## src/fan_zone_consts.svh

```systemverilog
// register offsets, reset values, field positions and timing figures of the fan zone bank
// assumes it is included by bare name wherever a constant is needed
`ifndef FAN_ZONE_CONSTS_SVH
`define FAN_ZONE_CONSTS_SVH

`define OFS_BOOST_HYST_12    8'hc0
`define OFS_BOOST_HYST_34    8'hc1
`define OFS_SPIKE_SMOOTH_12  8'hc2
`define OFS_MIN_DUTY_HYST_12 8'hc3

`define RST_BOOST_HYST_12    8'h44
`define RST_BOOST_HYST_34    8'h44
`define RST_SPIKE_SMOOTH_12  8'h00
`define RST_MIN_DUTY_HYST_12 8'h00

// nibble fields
`define LO_NIB_MSB 3
`define LO_NIB_LSB 0
`define HI_NIB_MSB 7
`define HI_NIB_LSB 4
// smoothing control fields
`define Z1_PERIOD_MSB 2
`define Z1_PERIOD_LSB 0
`define Z1_ENABLE_BIT 3
`define Z2_PERIOD_MSB 6
`define Z2_PERIOD_LSB 4
`define Z2_ENABLE_BIT 7

`define FULL_DUTY 8'hff
`define READ_IDLE 8'h00

// smoothing windows in milliseconds, code 0 to 7
`define SMOOTH_MS_0 64'd11800
`define SMOOTH_MS_1 64'd7000
`define SMOOTH_MS_2 64'd4400
`define SMOOTH_MS_3 64'd3000
`define SMOOTH_MS_4 64'd1600
`define SMOOTH_MS_5 64'd800
`define SMOOTH_MS_6 64'd600
`define SMOOTH_MS_7 64'd400

// filter: weight of a new sample is 1/2^shift, so one window spans 2^shift updates
`define FILTER_SHIFT 4
`define FILTER_STEPS 64'd16
`define CLK_KHZ_DEFAULT 200000

`endif

```

## src/fan_zone_pkg.sv

```systemverilog
// types shared by the fan zone bank and its temperature smoother
// assumes nothing of its surroundings
package fan_zone_pkg;

  typedef enum logic {
    BOOST_IDLE = 1'b0,
    BOOST_HELD = 1'b1
  } boost_state_type;

  typedef struct packed {
    logic [7:0]                 boost_hyst_12;
    logic [7:0]                 boost_hyst_34;
    logic [7:0]                 spike_smooth_12;
    logic [7:0]                 min_duty_hyst_12;
    boost_state_type [3:0]      boost;
    logic [3:0][7:0]            duty;
    logic [3:0]                 limit_over;
    logic [1:0][7:0]            filtered;
    logic [7:0]                 rdata;
  } bank_state_type;

  typedef struct packed {
    logic [1:0][31:0] interval_cnt;
    logic [1:0][11:0] acc;
  } smooth_state_type;

endpackage

```

## src/smooth_if.sv

```systemverilog
// carries raw temperatures and smoothing periods to the smoother and filtered values back
// assumes one clock domain shared by both ends
`timescale 1ns/100ps
`default_nettype none
interface smooth_if;
  logic [1:0][7:0] raw_temp;
  logic [1:0][2:0] period;
  logic [1:0][7:0] filtered;

  modport bank   (output raw_temp, output period, input filtered);
  modport filter (input raw_temp, input period, output filtered);
endinterface
`default_nettype wire

```

## src/temp_smoother.sv

```systemverilog
// spike smoothing filter for zones 1 and 2: first-order average updated at a
// rate chosen by the period code; runs whether or not smoothing is enabled
// assumes raw temperatures are synchronous to core_clk_i
`timescale 1ns/100ps
`default_nettype none
`include "fan_zone_consts.svh"
module temp_smoother #(
  parameter int CLK_KHZ = `CLK_KHZ_DEFAULT
) (
  // clock and reset
  input  wire logic core_clk_i,
  input  wire logic rstn_i,
  // filter side of the carrier
  smooth_if.filter  smooth
);

  generate
    if (CLK_KHZ < 1) begin : g_bad_clk
      $error("temp_smoother: CLK_KHZ must be positive");
    end
  endgenerate

  fan_zone_pkg::smooth_state_type s_q;
  fan_zone_pkg::smooth_state_type s_d;

  // cycles between filter updates for a period code
  function automatic logic [31:0] update_cycles(input logic [2:0] code);
    logic [63:0] ms;
    logic [63:0] cyc;
    case (code)
      3'h0:    ms = `SMOOTH_MS_0;
      3'h1:    ms = `SMOOTH_MS_1;
      3'h2:    ms = `SMOOTH_MS_2;
      3'h3:    ms = `SMOOTH_MS_3;
      3'h4:    ms = `SMOOTH_MS_4;
      3'h5:    ms = `SMOOTH_MS_5;
      3'h6:    ms = `SMOOTH_MS_6;
      default: ms = `SMOOTH_MS_7;
    endcase
    cyc = (ms * 64'(CLK_KHZ)) / `FILTER_STEPS;
    if (cyc == 64'h0) begin
      cyc = 64'h1;
    end
    return cyc[31:0];
  endfunction

  always_comb begin
    s_d = s_q;
    for (int z = 0; z < 2; z++) begin
      // period change only moves the next update point; accumulator kept
      if (s_q.interval_cnt[z] + 32'h1 >= update_cycles(smooth.period[z])) begin
        s_d.interval_cnt[z] = 32'h0;
        s_d.acc[z] = s_q.acc[z] - (s_q.acc[z] >> `FILTER_SHIFT)
                     + {4'h0, smooth.raw_temp[z]};
      end else begin
        s_d.interval_cnt[z] = s_q.interval_cnt[z] + 32'h1;
      end
    end
  end

  always_ff @(posedge core_clk_i) begin
    if (!rstn_i) begin
      s_q <= '0;
    end else begin
      s_q <= s_d;
    end
  end

  always_comb begin
    for (int z = 0; z < 2; z++) begin
      smooth.filtered[z] = s_q.acc[z][11:4];
    end
  end

endmodule
`default_nettype wire

```

## src/fan_zone_boost_smoothing_regs.sv

```systemverilog
// fan boost hysteresis registers for four zones, spike smoothing and minimum duty registers for zones 1 and 2,
// with the per-zone boost hold, temperature selection and duty request
// assumes the serial management slave presents decoded byte accesses on the
// reg_* port and that all inputs are synchronous to core_clk_i
`timescale 1ns/100ps
`default_nettype none
`include "fan_zone_consts.svh"
module fan_zone_boost_smoothing_regs #(
  parameter int CLK_KHZ = `CLK_KHZ_DEFAULT
) (
  // clock and reset
  input  wire logic            core_clk_i,
  input  wire logic            rstn_i,
  // register access from the management interface
  input  wire logic [7:0]      reg_addr_i,
  input  wire logic            reg_wr_i,
  input  wire logic [7:0]      reg_wdata_i,
  input  wire logic            reg_rd_i,
  output logic [7:0]           reg_rdata_o,
  // zone temperatures, thresholds and table duties
  input  wire logic [3:0][7:0] temp_zone_i,
  input  wire logic [3:0][7:0] boost_temp_i,
  input  wire logic [1:0][7:0] base_temp_i,
  input  wire logic [3:0][7:0] limit_high_i,
  input  wire logic [3:0][7:0] table_duty_i,
  // results
  output logic [3:0][7:0]      duty_zone_o,
  output logic [3:0]           limit_over_o,
  output logic [1:0][7:0]      filtered_temp_o,
  output logic [3:0]           table_step_hysteresis_o,
  output logic [3:0]           minimum_duty_select_o
);

  generate
    if (CLK_KHZ < 1) begin : g_bad_clk
      $error("fan_zone_boost_smoothing_regs: CLK_KHZ must be positive");
    end
  endgenerate

  fan_zone_pkg::bank_state_type s_q;
  fan_zone_pkg::bank_state_type s_d;

  smooth_if smooth ();

  temp_smoother #(
    .CLK_KHZ (CLK_KHZ)
  ) u_smoother (
    .core_clk_i (core_clk_i),
    .rstn_i     (rstn_i),
    .smooth     (smooth.filter)
  );

  // boost hysteresis in whole degrees, unsigned 0 to 15
  function automatic logic [3:0] boost_hyst(input fan_zone_pkg::bank_state_type s,
                                            input int z);
    case (z)
      0:       return s.boost_hyst_12[`LO_NIB_MSB:`LO_NIB_LSB];
      1:       return s.boost_hyst_12[`HI_NIB_MSB:`HI_NIB_LSB];
      2:       return s.boost_hyst_34[`LO_NIB_MSB:`LO_NIB_LSB];
      default: return s.boost_hyst_34[`HI_NIB_MSB:`HI_NIB_LSB];
    endcase
  endfunction

  // sixteen duty codes spread evenly over the full duty range
  function automatic logic [7:0] duty_from_code(input logic [3:0] code);
    return {code, code};
  endfunction

  // applies one byte write to the register copy; unmapped addresses change nothing
  function automatic fan_zone_pkg::bank_state_type reg_write(
    input fan_zone_pkg::bank_state_type s,
    input logic [7:0]                   addr,
    input logic [7:0]                   data
  );
    fan_zone_pkg::bank_state_type r;
    r = s;
    case (addr)
      `OFS_BOOST_HYST_12:    r.boost_hyst_12    = data;
      `OFS_BOOST_HYST_34:    r.boost_hyst_34    = data;
      `OFS_SPIKE_SMOOTH_12:  r.spike_smooth_12  = data;
      `OFS_MIN_DUTY_HYST_12: r.min_duty_hyst_12 = data;
      default:               r = s;
    endcase
    return r;
  endfunction

  // value a read returns for a byte address; unmapped addresses read as zero
  function automatic logic [7:0] reg_read(
    input fan_zone_pkg::bank_state_type s,
    input logic [7:0]                   addr
  );
    case (addr)
      `OFS_BOOST_HYST_12:    return s.boost_hyst_12;
      `OFS_BOOST_HYST_34:    return s.boost_hyst_34;
      `OFS_SPIKE_SMOOTH_12:  return s.spike_smooth_12;
      `OFS_MIN_DUTY_HYST_12: return s.min_duty_hyst_12;
      default:               return `READ_IDLE;
    endcase
  endfunction

  // a held boost lets go only once the temperature is more than the hysteresis
  // below the boost point; the sum is widened so a hot reading cannot wrap
  function automatic logic boost_release(
    input logic [7:0] temp,
    input logic [7:0] boost,
    input logic [3:0] hyst
  );
    logic [8:0] sum;
    sum = {1'b0, temp} + {5'h00, hyst};
    return sum < {1'b0, boost};
  endfunction

  // duty request: boost outranks the minimum duty, which outranks the table
  function automatic logic [7:0] zone_duty(
    input logic       held,
    input logic       below_base,
    input logic [3:0] min_code,
    input logic [7:0] table_duty
  );
    if (held) begin
      return `FULL_DUTY;
    end
    if (below_base) begin
      return duty_from_code(min_code);
    end
    return table_duty;
  endfunction

  logic [1:0]      smooth_en;
  logic [3:0][7:0] eff_temp;

  always_comb begin
    smooth_en[0] = s_q.spike_smooth_12[`Z1_ENABLE_BIT];
    smooth_en[1] = s_q.spike_smooth_12[`Z2_ENABLE_BIT];
    smooth.period[0] = s_q.spike_smooth_12[`Z1_PERIOD_MSB:`Z1_PERIOD_LSB];
    smooth.period[1] = s_q.spike_smooth_12[`Z2_PERIOD_MSB:`Z2_PERIOD_LSB];
    // raw readings go to the filter untouched and are never replaced
    smooth.raw_temp[0] = temp_zone_i[0];
    smooth.raw_temp[1] = temp_zone_i[1];
    eff_temp = temp_zone_i;
    for (int z = 0; z < 2; z++) begin
      if (smooth_en[z]) begin
        eff_temp[z] = smooth.filtered[z];
      end
    end
  end

  always_comb begin
    s_d = s_q;
    // register writes; unmapped addresses change nothing
    if (reg_wr_i) begin
      s_d = reg_write(s_q, reg_addr_i, reg_wdata_i);
    end
    // register reads, answered one cycle later; a read beside a write sees the old value
    if (reg_rd_i) begin
      s_d.rdata = reg_read(s_q, reg_addr_i);
    end
    // per-zone boost hold and duty request
    for (int z = 0; z < 4; z++) begin
      case (s_q.boost[z])
        fan_zone_pkg::BOOST_IDLE: begin
          if (eff_temp[z] > boost_temp_i[z]) begin
            s_d.boost[z] = fan_zone_pkg::BOOST_HELD;
          end
        end
        fan_zone_pkg::BOOST_HELD: begin
          if (boost_release(eff_temp[z], boost_temp_i[z], boost_hyst(s_q, z))) begin
            s_d.boost[z] = fan_zone_pkg::BOOST_IDLE;
          end
        end
        default: s_d.boost[z] = fan_zone_pkg::BOOST_IDLE;
      endcase
      // zones 3 and 4 have no minimum duty field here, so only the first two drop to it
      s_d.duty[z] = zone_duty(s_d.boost[z] == fan_zone_pkg::BOOST_HELD,
                              z < 2 && eff_temp[z] < base_temp_i[z[0]],
                              s_q.min_duty_hyst_12[`HI_NIB_MSB:`HI_NIB_LSB],
                              table_duty_i[z]);
      s_d.limit_over[z] = eff_temp[z] > limit_high_i[z];
    end
    s_d.filtered[0] = smooth.filtered[0];
    s_d.filtered[1] = smooth.filtered[1];
  end

  always_ff @(posedge core_clk_i) begin
    if (!rstn_i) begin
      s_q.boost_hyst_12    <= `RST_BOOST_HYST_12;
      s_q.boost_hyst_34    <= `RST_BOOST_HYST_34;
      s_q.spike_smooth_12  <= `RST_SPIKE_SMOOTH_12;
      s_q.min_duty_hyst_12 <= `RST_MIN_DUTY_HYST_12;
      s_q.boost            <= '{default: fan_zone_pkg::BOOST_IDLE};
      s_q.duty             <= '0;
      s_q.limit_over       <= '0;
      s_q.filtered         <= '0;
      s_q.rdata            <= `READ_IDLE;
    end else begin
      s_q <= s_d;
    end
  end

  // table hysteresis is held here for the lookup logic; nonzero is software's duty
  always_comb begin
    reg_rdata_o             = s_q.rdata;
    duty_zone_o             = s_q.duty;
    limit_over_o            = s_q.limit_over;
    filtered_temp_o         = s_q.filtered;
    table_step_hysteresis_o = s_q.min_duty_hyst_12[`LO_NIB_MSB:`LO_NIB_LSB];
    minimum_duty_select_o   = s_q.min_duty_hyst_12[`HI_NIB_MSB:`HI_NIB_LSB];
  end

endmodule
`default_nettype wire

```

## config.mk

```make
export PLATFORM = sky130hd
export DESIGN_NAME = fan_zone_boost_smoothing_regs
export DESIGN_NICKNAME = d
export VERILOG_FILES = /design/src/fan_zone_pkg.sv /design/src/smooth_if.sv /design/src/temp_smoother.sv /design/src/fan_zone_boost_smoothing_regs.sv
export VERILOG_INCLUDE_DIRS = /design/src
export SDC_FILE = /design/constraint.sdc
export NUM_CORES = 1
export LEC_CHECK = 0
export CAP_MARGIN = 15
export CORE_ASPECT_RATIO = 0.75
export CORE_MARGIN = 2
export CORE_UTILIZATION = 40
export DETAILED_ROUTE_END_ITERATION = 8
export DONT_BUFFER_PORTS = 1
export GPL_TIMING_DRIVEN = 0
export SLEW_MARGIN = 20
export SYNTH_ARGS = -nofsm -noshare
export SYNTH_HDL_FRONTEND = slang
export SYNTH_SLANG_ARGS = --single-unit
```

## constraint.sdc

```tcl
create_clock -name core_clk_i -period 18.5 [get_ports core_clk_i]
set_clock_uncertainty 0.1 [all_clocks]
set_input_delay 2.775 -clock core_clk_i [delete_from_list [all_inputs] [get_ports core_clk_i]]
set_output_delay 2.775 -clock core_clk_i [all_outputs]
set_load 0.005 [all_outputs]
```

==> results.sh, run 1 <==
export IMPL_result_of_the_run="finished clean"
export IMPL_synthFlopType="dfxtp_1"
export IMPL_critPathCaptureType="flop"
export IMPL_initial_core_util_pct=40.61
export IMPL_synth_distinct_cells=85
export IMPL_final_critical_path_setup_slack_ns=9.947
export IMPL_rsz_0062_raised_after_global_routing="no"
export IMPL_detail_route_iter0_violations=829
export IMPL_first_global_vias=13710
export IMPL_total_switching_power_uw=580.1
export IMPL_worstHoldPathType="flop to flop"
export IMPL_tns_ns=0
export IMPL_insertion_delay_ns=0.46
export IMPL_first_pass_grt_wire_length_um=75560
export IMPL_layout_core_utilization_pct=43.73
export IMPL_total_wirelength_um=48350
export IMPL_htree_num_levels=4
export IMPL_synth_top_cell_area_share_pct=23.57
export IMPL_share_of_the_yosys_chip_area_belonging_to_registers_pct=20.84
export IMPL_cts_buffer_depth=2
export IMPL_grt_start_max_net_pins=21
export IMPL_synth_largest_area_cell="ha_1"
export IMPL_routed_via_density=5.292
export IMPL_layout_drive_gt1_share_pct=7.511
export IMPL_synthMostInstantiatedCell="ha_1"
export IMPL_report_power_total_mw=1.510
export IMPL_placement_rows=66
export IMPL_timing_hold_violations_final=0
export IMPL_gp_congestion=0.9070
export IMPL_switching_part_of_the_total_pct=38.41
export IMPL_die_width_um=246.7
export IMPL_power_frac_seq_pct=31.5
export IMPL_max_cap_viol_count=0
export IMPL_dp_cell_count=2663
export IMPL_layout_nets=2649
export IMPL_cts_sink_count=184
export IMPL_internal_power_uw=930.0
export IMPL_worst_slew_pin_slew_ns=1.162
export IMPL_port_buffer_count=0
export IMPL_global_route_overflow=0
export IMPL_finalMaxSlewViolations=0
export IMPL_p_r_area_growth_vs_syn_pct=7.674
export IMPL_worst_setup_path_type="flop to flop"
export IMPL_post_synth_cell_area_avg_um2=8.514
export IMPL_cts_tree="done"
export IMPL_numCtsBuffers=17
export IMPL_wl_per_cell_um=17.94
export IMPL_clock_fmax_mhz=116.9
export IMPL_critical_path_top_cell_by_count="ha_1"
export IMPL_synthTopCellsByCount="ha_1, inv_1, dfxtp_1"
export IMPL_io_pins=232
export IMPL_antenna_cells=0
export IMPL_proportion_of_register_bits_with_asynchronous_set_or_reset_after_synthesis_pct=0
export IMPL_ant_nets=0
export IMPL_crit_path_max_delay_cell_type="o21ai_0"
export IMPL_pre_cts_slack_ns=9.931
export IMPL_cp_start_kind="flop"
export IMPL_cts_setup_buffers=0
export IMPL_syn_inst=2076
export IMPL_yosys_warnings=0
export IMPL_final_cells=2695
export IMPL_final_setup_vio_count=0
export IMPL_total_number_of_vias=14260
export IMPL_post_synth_main_area_contributors="ha_1, dfxtp_1, inv_1"
export IMPL_detailed_place_hpwl_um=40290
export IMPL_postCtsResizedCells=0
export IMPL_power_share_clock_pct=25.4
export IMPL_layout_worst_path_cycle_share_pct=46.23
export IMPL_critical_path_max_stage_delay_ns=0.74
export IMPL_clock_transition_at_the_registers_of_the_reported_paths_ns=0.08
export IMPL_synth_edf_count=0
export IMPL_grt_antenna_before_repair=0
export IMPL_highest_ir_drop_seen_on_vdd_uv=80.72
export IMPL_crit_fanout=10
export IMPL_chipHeight_um=186.0
export IMPL_cp_data_required_time_ns=18.80
export IMPL_critical_path_arrival_ns=8.85
export IMPL_core_region_area_um2=43520
export IMPL_fp_dieArea_um2=45900
export IMPL_ctsRootBufferMaster="clkbuf_16"
export IMPL_final_min_clock_period_ns=8.553
export IMPL_detail_route_first_pass_iterations=5
export IMPL_ctsHoldBuffers=0
export IMPL_post_synth_instance_area_um2=17670
export IMPL_power_density_nw_per_um2=79.35
export IMPL_grtUsageTotal_pct=21.26
export IMPL_drcViolationCount=0
export IMPL_ys_ff_latch=184
export IMPL_static_leakage_power_nw=9.247
export IMPL_maxSlewHeadroom_pct=22.56
export IMPL_power_combinational_fraction_pct=43.2
## per-layer routing
metal  wire length [µm]  global-route usage (%)  up-vias
met5                  0                       0        -
met4                587                   3.687        0
met3               3025                   4.513       38
met2              20930                   33.38      380
met1              23800                   30.18     6728
li1                   -                       -     7115
## sequential cells by signal, indices dropped and copies added (netlist names)
register	count
minimum_duty_select_o	4
s_q	28
reg_rdata_o	8
filtered_temp_o	16
limit_over_o	4
u_smoother.smooth.filtered	16
table_step_hysteresis_o	4
duty_zone_o	32
u_smoother.s_q	72
## cell usage in the layout, fill, tap and decap left out, drive strengths merged, types with 14 or more instances in the layout
| master | Yosys | final |
|---|---|---|
| inv | 262 | 269 |
| nand2 | 116 | 116 |
| o21ai | 77 | 77 |
| and3 | 18 | 18 |
| and2 | 16 | 16 |
| nand2b | 30 | 30 |
| xor2 | 39 | 39 |
| nand4 | 41 | 41 |
| a21o | 51 | 51 |
| o21a | 29 | 29 |
| ha | 333 | 333 |
| nor2 | 143 | 143 |
| nor2b | 65 | 65 |
| fa | 48 | 48 |
| a21oi | 110 | 110 |
| a211oi | 14 | 14 |
| nand3 | 66 | 66 |
| clkbuf | 34 | 51 |
| xnor2 | 93 | 93 |
| dfxtp | 184 | 184 |
| nor3 | 29 | 29 |
| o211ai | 14 | 14 |
| mux2i | 40 | 40 |
| buf | 82 | 82 |
## per-stage QoR
step / hold slack, ns / area [µm²]
floorplan: 0.3319 / 17710
global placement: 0.3396 / 18430
detailed placement: 0.3477 / 18430
CTS: 0.3605 / 19030
global route: 0.3951 / 19030
finish: 0.3617 / 19030
## worst max-delay path: cells and delay by family, from the launching register on
kind / cells / cell delay [ns]
multiplexers: 1 / 0.12
adder cells (fa/ha/maj): 6 / 2.09
AO/OA/AOI/OAI: 6 / 2.69
flip-flops: 1 / 0.51
AND/OR/NAND/NOR: 8 / 1.79
XOR/XNOR: 2 / 0.45
buffers and inverters: 3 / 0.70
## cells by family after synthesis
| family | share of synthesized area (%) |
|---|---|
| and+or+nand+nor | 17.00 |
| AOI/OAI and AO/OA | 14.14 |
| adders and majority gates | 29.01 |
| buffers and inverters | 9.776 |
| DFF | 20.84 |
| xor gates and xnor gates | 6.541 |
| muxes | 2.648 |
| other | 0.04249 |
## path summary, 6_finish.rpt
kind / depth (start not counted) / slack (ns) / start / endpoint
max: 26 / 9.95 / s_q[76] / u_smoother.s_q[79]
min: 2 / 0.36 / u_smoother.s_q[2] / u_smoother.s_q[2]
max reg2reg: 26 / 9.95 / s_q[76] / u_smoother.s_q[79]
min reg2reg: 2 / 0.36 / u_smoother.s_q[2] / u_smoother.s_q[2]
## layout make-up
| cell class | count | area (µm²) |
|---|---|---|
| Tap cell | 578 | 723.2 |
| Fill cell | 4274 | 24490 |
| Clock buffer | 17 | 425.4 |
| Inverter | 263 | 987.2 |
| Clock inverter | 15 | 173.9 |
| Multi-Input combinational cell | 1522 | 12300 |
| Sequential cell | 184 | 3684 |
| Buffer | 116 | 740.7 |
## power groups by stage
stage / combinational (mW) / clock [mW] / sequential (mW)
6_report: 0.652 / 0.383 / 0.475
5_1_grt: 0.733 / 0.407 / 0.480
4_1_cts: 0.648 / 0.391 / 0.475
3_5_place_dp: 0.641 / 0 / 0.483
3_3_place_gp: 0.623 / 0 / 0.483
2_1_floorplan: 0.529 / 0 / 0.471
Power figures use the tool's default switching activity.
==> inputs of run 2 (changes only) <==
clock period = 7.3 ns   (was 18.5 ns; I/O delays follow)
==> run 2 against run 1 <==
  * Sequential cell count is the same
  * Sequential power rose to 2.5 times the previous value
  * Register-to-register slack worse by 9.6 ns
  * Wire length grew 0.24%
  * Non-clock buffer count grew 4
  * Largest cell class unchanged
  * Largest power group unchanged
  * Die area unchanged
  * Global-route usage up 0.071 points
  * Power increased to 2.5 times the previous value
==> results.sh, run 2 (same netlist as run 1, synthesis figures left out) <==
export IMPL_worst_slew_pin_slew_ns=1.136
export IMPL_total_number_of_vias=14280
export IMPL_grt_start_max_net_pins=21
export IMPL_fp_dieArea_um2=45900
export IMPL_cts_tree="done"
export IMPL_result_of_the_run="finished clean"
export IMPL_port_buffer_count=0
export IMPL_detailed_place_area_um2=18430
export IMPL_die_width_um=246.7
export IMPL_worstHoldPathType="flop to flop"
export IMPL_io_pins=232
export IMPL_detail_route_iter0_violations=824
export IMPL_gp_congestion=0.9070
export IMPL_routed_via_density=5.292
export IMPL_htree_num_levels=4
export IMPL_cts_buffer_depth=2
export IMPL_layout_cells_most_common_list="ha_1, inv_1, dfxtp_1, nor2_1, nand2_1"
export IMPL_core_region_area_um2=43520
export IMPL_layout_drive_gt1_share_pct=8.864
export IMPL_clock_transition_at_the_registers_of_the_reported_paths_ns=0.08
export IMPL_most_common_cell_after_layout_fill_and_taps_aside="ha_1"
export IMPL_antenna_cells=0
export IMPL_grtUsageMet3_pct=4.513
export IMPL_layout_filler_cells=4248
export IMPL_static_leakage_power_nw=9.309
export IMPL_final_design_area_no_fill_um2=19170
export IMPL_worst_setup_path_type="flop to flop"
export IMPL_largest_reg_flops=72
export IMPL_maxSlewHeadroom_pct=24.26
export IMPL_ctsRootBufferMaster="clkbuf_16"
export IMPL_grt_antenna_before_repair=0
export IMPL_grtUsageMet2_pct=33.53
export IMPL_final_cells=2699
export IMPL_ctsHoldBuffers=0
export IMPL_clock_fmax_mhz=144.6
export IMPL_highest_ir_drop_seen_on_vdd_uv=204.8
export IMPL_finalMaxSlewViolations=0
export IMPL_timing_hold_violations_final=0
export IMPL_grt_util_met1_pct=30.18
export IMPL_power_density_nw_per_um2=199.8
export IMPL_placement_rows=66
export IMPL_layout_worst_path_cycle_share_pct=94.76
export IMPL_p_r_area_growth_vs_syn_pct=8.459
export IMPL_detail_route_first_pass_iterations=7
export IMPL_ant_nets=0
export IMPL_grt_busiest_layer="met2"
export IMPL_detailed_place_hpwl_um=40290
export IMPL_chipHeight_um=186.0
export IMPL_final_min_clock_period_ns=6.918
export IMPL_critical_path_top_cell_by_count="ha_1"
export IMPL_max_cap_viol_count=0
export IMPL_first_global_vias=13790
export IMPL_wl_per_cell_um=17.96
export IMPL_final_setup_vio_count=0
export IMPL_cp_start_kind="flop"
export IMPL_numCtsBuffers=17
export IMPL_first_pass_grt_wire_length_um=75870
export IMPL_cp_data_required_time_ns=7.60
export IMPL_crit_path_max_delay_cell_type="fa_1"
export IMPL_cts_sink_count=184
export IMPL_reg_with_most_ffs="u_smoother.s_q"
export IMPL_grtUsageTotal_pct=21.33
export IMPL_dp_cell_count=2663
export IMPL_total_wirelength_um=48460
export IMPL_crit_fanout=10
export IMPL_initial_core_util_pct=40.61
export IMPL_drcViolationCount=0
export IMPL_critPathCaptureType="flop"
export IMPL_layout_nets=2653
export IMPL_critical_path_max_stage_delay_ns=0.53
export IMPL_global_route_overflow=0
export IMPL_insertion_delay_ns=0.46
export IMPL_critical_path_arrival_ns=7.22
run 2: cell count changes in the layout (fill, tap and decap cells not counted), moves of 2 or more:
cell       delta
o21ai_0       -2
buf_4         +5
dfxtp_2       +2
clkbuf_2      +7
clkbuf_1      -8
dfxtp_1       -2
a2111oi_2     +3
a21oi_1       -2
a2111oi_0     -3
a21oi_2       +2
run 2: final cells by class:
cell class	count	area (µm²)	share of cell area (%)
repair buffers	5	37.54	0.1958
well taps	578	723.2	3.773
plain buffers	115	745.7	3.890
inverters	263	989.7	5.163
multi-input cells	1522	12390	64.62
clock buffers	17	425.4	2.219
flip-flops and latches	184	3686	19.23
clock inverters	15	173.9	0.9073
run 2: critical path: cells and delay by family, from the launching register on:
kind                     cells  cell delay, ns
adder cells (fa/ha/maj)      7            2.22
AO/OA/AOI/OAI                7            1.73
AND/OR/NAND/NOR              8            1.46
buffers and inverters        5            0.76
flip-flops                   1            0.38
XOR/XNOR                     1            0.20
run 2: what timing repair did:
item | in CTS | in global routing
setup buffers | 2 | 3
endpoints found under the hold margin | 0 | 0
pin swaps | 1 | 4
setup endpoints to repair | 80 | 80
resized for setup | 16 | 25
run 2: path summary, 6_finish.rpt:
kind                                        start                  to  slack [ns]  cells past startpoint
worst min register to register  u_smoother.s_q[2]   u_smoother.s_q[2]        0.36                      2
worst max-delay path                      s_q[74]  u_smoother.s_q[40]        0.38                     28
worst max register to register            s_q[74]  u_smoother.s_q[40]        0.38                     28
worst min-delay path            u_smoother.s_q[2]   u_smoother.s_q[2]        0.36                      2
run 2: per-layer routing:
metal / wire, µm / share of wire [%]
met2: 21050 / 43
met3: 3034 / 6.3
met1: 23760 / 49
met5: 0 / 0
met4: 613 / 1.3
run 2: metrics by stage:
| step | power [mW] | setup slack [ns] | TNS (ns) | util (%) | hold WS (ns) |
|---|---|---|---|---|---|
| global placement | 2.805 | -1.090 | -40.79 | 42.35 | 0.3396 |
| finish | 3.829 | 0.3824 | 0 | 44.05 | 0.3595 |
| detailed placement | 2.850 | -1.269 | -52.53 | 42.35 | 0.3477 |
| floorplan | 2.534 | 0.7191 | 0 | - | 0.3319 |
| global route | 4.105 | -0.02143 | -0.08440 | 44.05 | 0.3951 |
| CTS | 3.839 | 0.03083 | 0 | 43.87 | 0.3605 |
run 2: where the power goes:
group          switching, mW  internal (mW)
combinational          0.878          0.776
clock                  0.507          0.464
sequential            0.0858           1.12
==> inputs of run 3 (changes only) <==
CTS_BUF_LIST = sky130_fd_sc_hd__clkbuf_8   (was default)
==> run 3 against run 2 <==
  * Die area stayed put
  * First-iteration DRC count grew 0.61%
  * Sequential cell count unchanged
  * Critical path depth unchanged
  * Combinational power barely moved
  * Setup slack gained 0.0077 ns
  * Largest power group unchanged
  * Global-route usage is essentially flat
  * Wire length down 0.15%
  * Clock-buffer cell count stayed put
  * Highest routed layer unchanged
  * Clock power fell by 24%
==> results.sh, run 3 (same netlist as run 1, synthesis figures left out) <==
export IMPL_r2r_worst_path_cells=28
export IMPL_total_wirelength_um=48390
export IMPL_cts_sink_count=184
export IMPL_max_cap_viol_count=0
export IMPL_routed_via_density=5.300
export IMPL_worst_slew_pin_slew_ns=1.144
export IMPL_static_leakage_power_nw=9.219
export IMPL_placement_rows=66
export IMPL_detail_route_iter0_violations=829
export IMPL_gp_congestion=0.9070
export IMPL_clock_transition_at_the_registers_of_the_reported_paths_ns=0.12
export IMPL_power_density_nw_per_um2=189.4
export IMPL_startpoint="s_q[74]"
export IMPL_reg2reg_to="u_smoother.s_q[50]"
export IMPL_worstHoldPathType="flop to flop"
export IMPL_report_power_total_mw=3.595
export IMPL_wl_per_cell_um=17.93
export IMPL_result_of_the_run="finished clean"
export IMPL_critical_path_max_stage_delay_ns=0.53
export IMPL_io_pins=232
export IMPL_first_global_vias=13790
export IMPL_crit_path_max_delay_cell_type="fa_1"
export IMPL_highest_ir_drop_seen_on_vdd_uv=204.4
export IMPL_global_route_overflow=0
export IMPL_dp_cell_count=2663
export IMPL_critPathCaptureType="flop"
export IMPL_core_region_area_um2=43520
export IMPL_layout_filler_cells=4267
export IMPL_htree_num_levels=4
export IMPL_detail_route_first_pass_iterations=7
export IMPL_fp_dieArea_um2=45900
export IMPL_critical_path_endpoint="u_smoother.s_q[50]"
export IMPL_critical_path_arrival_ns=7.29
export IMPL_layout_drive_gt1_share_pct=8.817
export IMPL_grt_start_max_net_pins=21
export IMPL_initial_core_util_pct=40.61
export IMPL_cts_buffer_depth=2
export IMPL_ctsRootBufferMaster="clkbuf_8"
export IMPL_final_min_clock_period_ns=6.910
export IMPL_layout_cells_most_common_list="ha_1, inv_1, dfxtp_1, nor2_1, nand2_1"
export IMPL_clock_fmax_mhz=144.7
export IMPL_worst_setup_path_type="flop to flop"
export IMPL_p_r_area_growth_vs_syn_pct=7.405
export IMPL_cp_data_required_time_ns=7.68
export IMPL_drcViolationCount=0
export IMPL_antenna_cells=0
export IMPL_cts_tree="done"
export IMPL_port_buffer_count=0
export IMPL_grt_antenna_before_repair=0
export IMPL_numCtsBuffers=17
export IMPL_final_cells=2699
export IMPL_total_number_of_vias=14300
export IMPL_detailed_place_hpwl_um=40290
export IMPL_chipHeight_um=186.0
export IMPL_register_area_um2=3691
export IMPL_maxSlewHeadroom_pct=23.75
export IMPL_critical_path_top_cell_by_count="ha_1"
export IMPL_grtUsageTotal_pct=21.32
export IMPL_ant_nets=0
export IMPL_reg2reg_from="s_q[74]"
export IMPL_final_setup_vio_count=0
export IMPL_most_common_cell_after_layout_fill_and_taps_aside="ha_1"
export IMPL_finalMaxSlewViolations=0
export IMPL_largest_reg_flops=72
export IMPL_layout_worst_path_cycle_share_pct=94.66
export IMPL_rrSetupSlack_ns=0.39
export IMPL_layout_nets=2653
export IMPL_multi_input_comb_area_um2=12390
export IMPL_timing_hold_violations_final=0
export IMPL_insertion_delay_ns=0.53
export IMPL_die_width_um=246.7
export IMPL_first_pass_grt_wire_length_um=75770
export IMPL_crit_fanout=10
export IMPL_cp_start_kind="flop"
export IMPL_reg_with_most_ffs="u_smoother.s_q"
[run 3: report_power, final]
| group | switching [mW] | internal, mW |
|---|---|---|
| clock network | 0.480 | 0.262 |
| registers | 0.0857 | 1.12 |
| logic | 0.875 | 0.775 |
| total | 1.44 | 2.15 |
[run 3: layout make-up]
cell class              instances  share of cell area [%]
clock inverters                15                  0.9162
inverters                     263                   5.207
repair buffers                  5                  0.1977
well taps                     578                   3.810
clock buffers                  17                   1.233
multi-input cells            1522                   65.27
flip-flops and latches        184                   19.44
plain buffers                 115                   3.922
[run 3: timing repair]
action,4_1_cts,5_1_grt
resized for setup,16,24
hold endpoints to repair,0,0
buffers inserted,2,3
pin swaps,1,5
hold buffers,0,0
endpoints found under the setup margin,80,80
[run 3: layer usage]
metal | vias up | track usage (%) | part of all wire [%]
li1 | 7125 | - | -
met1 | 6759 | 30.20 | 49
met2 | 380 | 33.40 | 43
met3 | 40 | 4.527 | 5.9
met4 | 0 | 3.976 | 1.2
met5 | - | 0 | 0
[run 3: how the worst min path moves through the flow]
| stage | start | endpoint | slack (ns) | cells past startpoint |
|---|---|---|---|---|
| floorplan | u_smoother.s_q[0] | u_smoother.s_q[0] | 0.33 | 2 |
| finish | u_smoother.s_q[2] | u_smoother.s_q[2] | 0.36 | 2 |
| detailed placement | u_smoother.s_q[2] | u_smoother.s_q[2] | 0.35 | 2 |
| CTS | u_smoother.s_q[2] | u_smoother.s_q[2] | 0.37 | 2 |
| global placement | u_smoother.s_q[0] | u_smoother.s_q[0] | 0.34 | 2 |
| global route | u_smoother.s_q[2] | u_smoother.s_q[2] | 0.40 | 2 |
[run 3: per-stage QoR]
stage	instance area, µm²	setup WS [ns]	utilization (%)	hold WS, ns	TNS (ns)
2_1_floorplan	17710	0.7191	-	0.3319	0
3_3_place_gp	18430	-1.090	42.35	0.3396	-40.79
3_5_place_dp	18430	-1.269	42.35	0.3477	-52.53
4_1_cts	18900	0.02251	43.43	0.3661	0
5_1_grt	18980	-0.01435	43.62	0.4006	-0.03571
6_report	18980	0.3901	43.62	0.3649	0
[run 3: worst max-delay path, delay by kind of cell, from the launching register on]
kind | cells | cell delay (ns)
fa+ha+maj | 7 | 2.22
compound gates | 7 | 1.70
simple gates | 8 | 1.46
buf+inv | 5 | 0.77
flops | 1 | 0.40
xor+xnor | 1 | 0.20
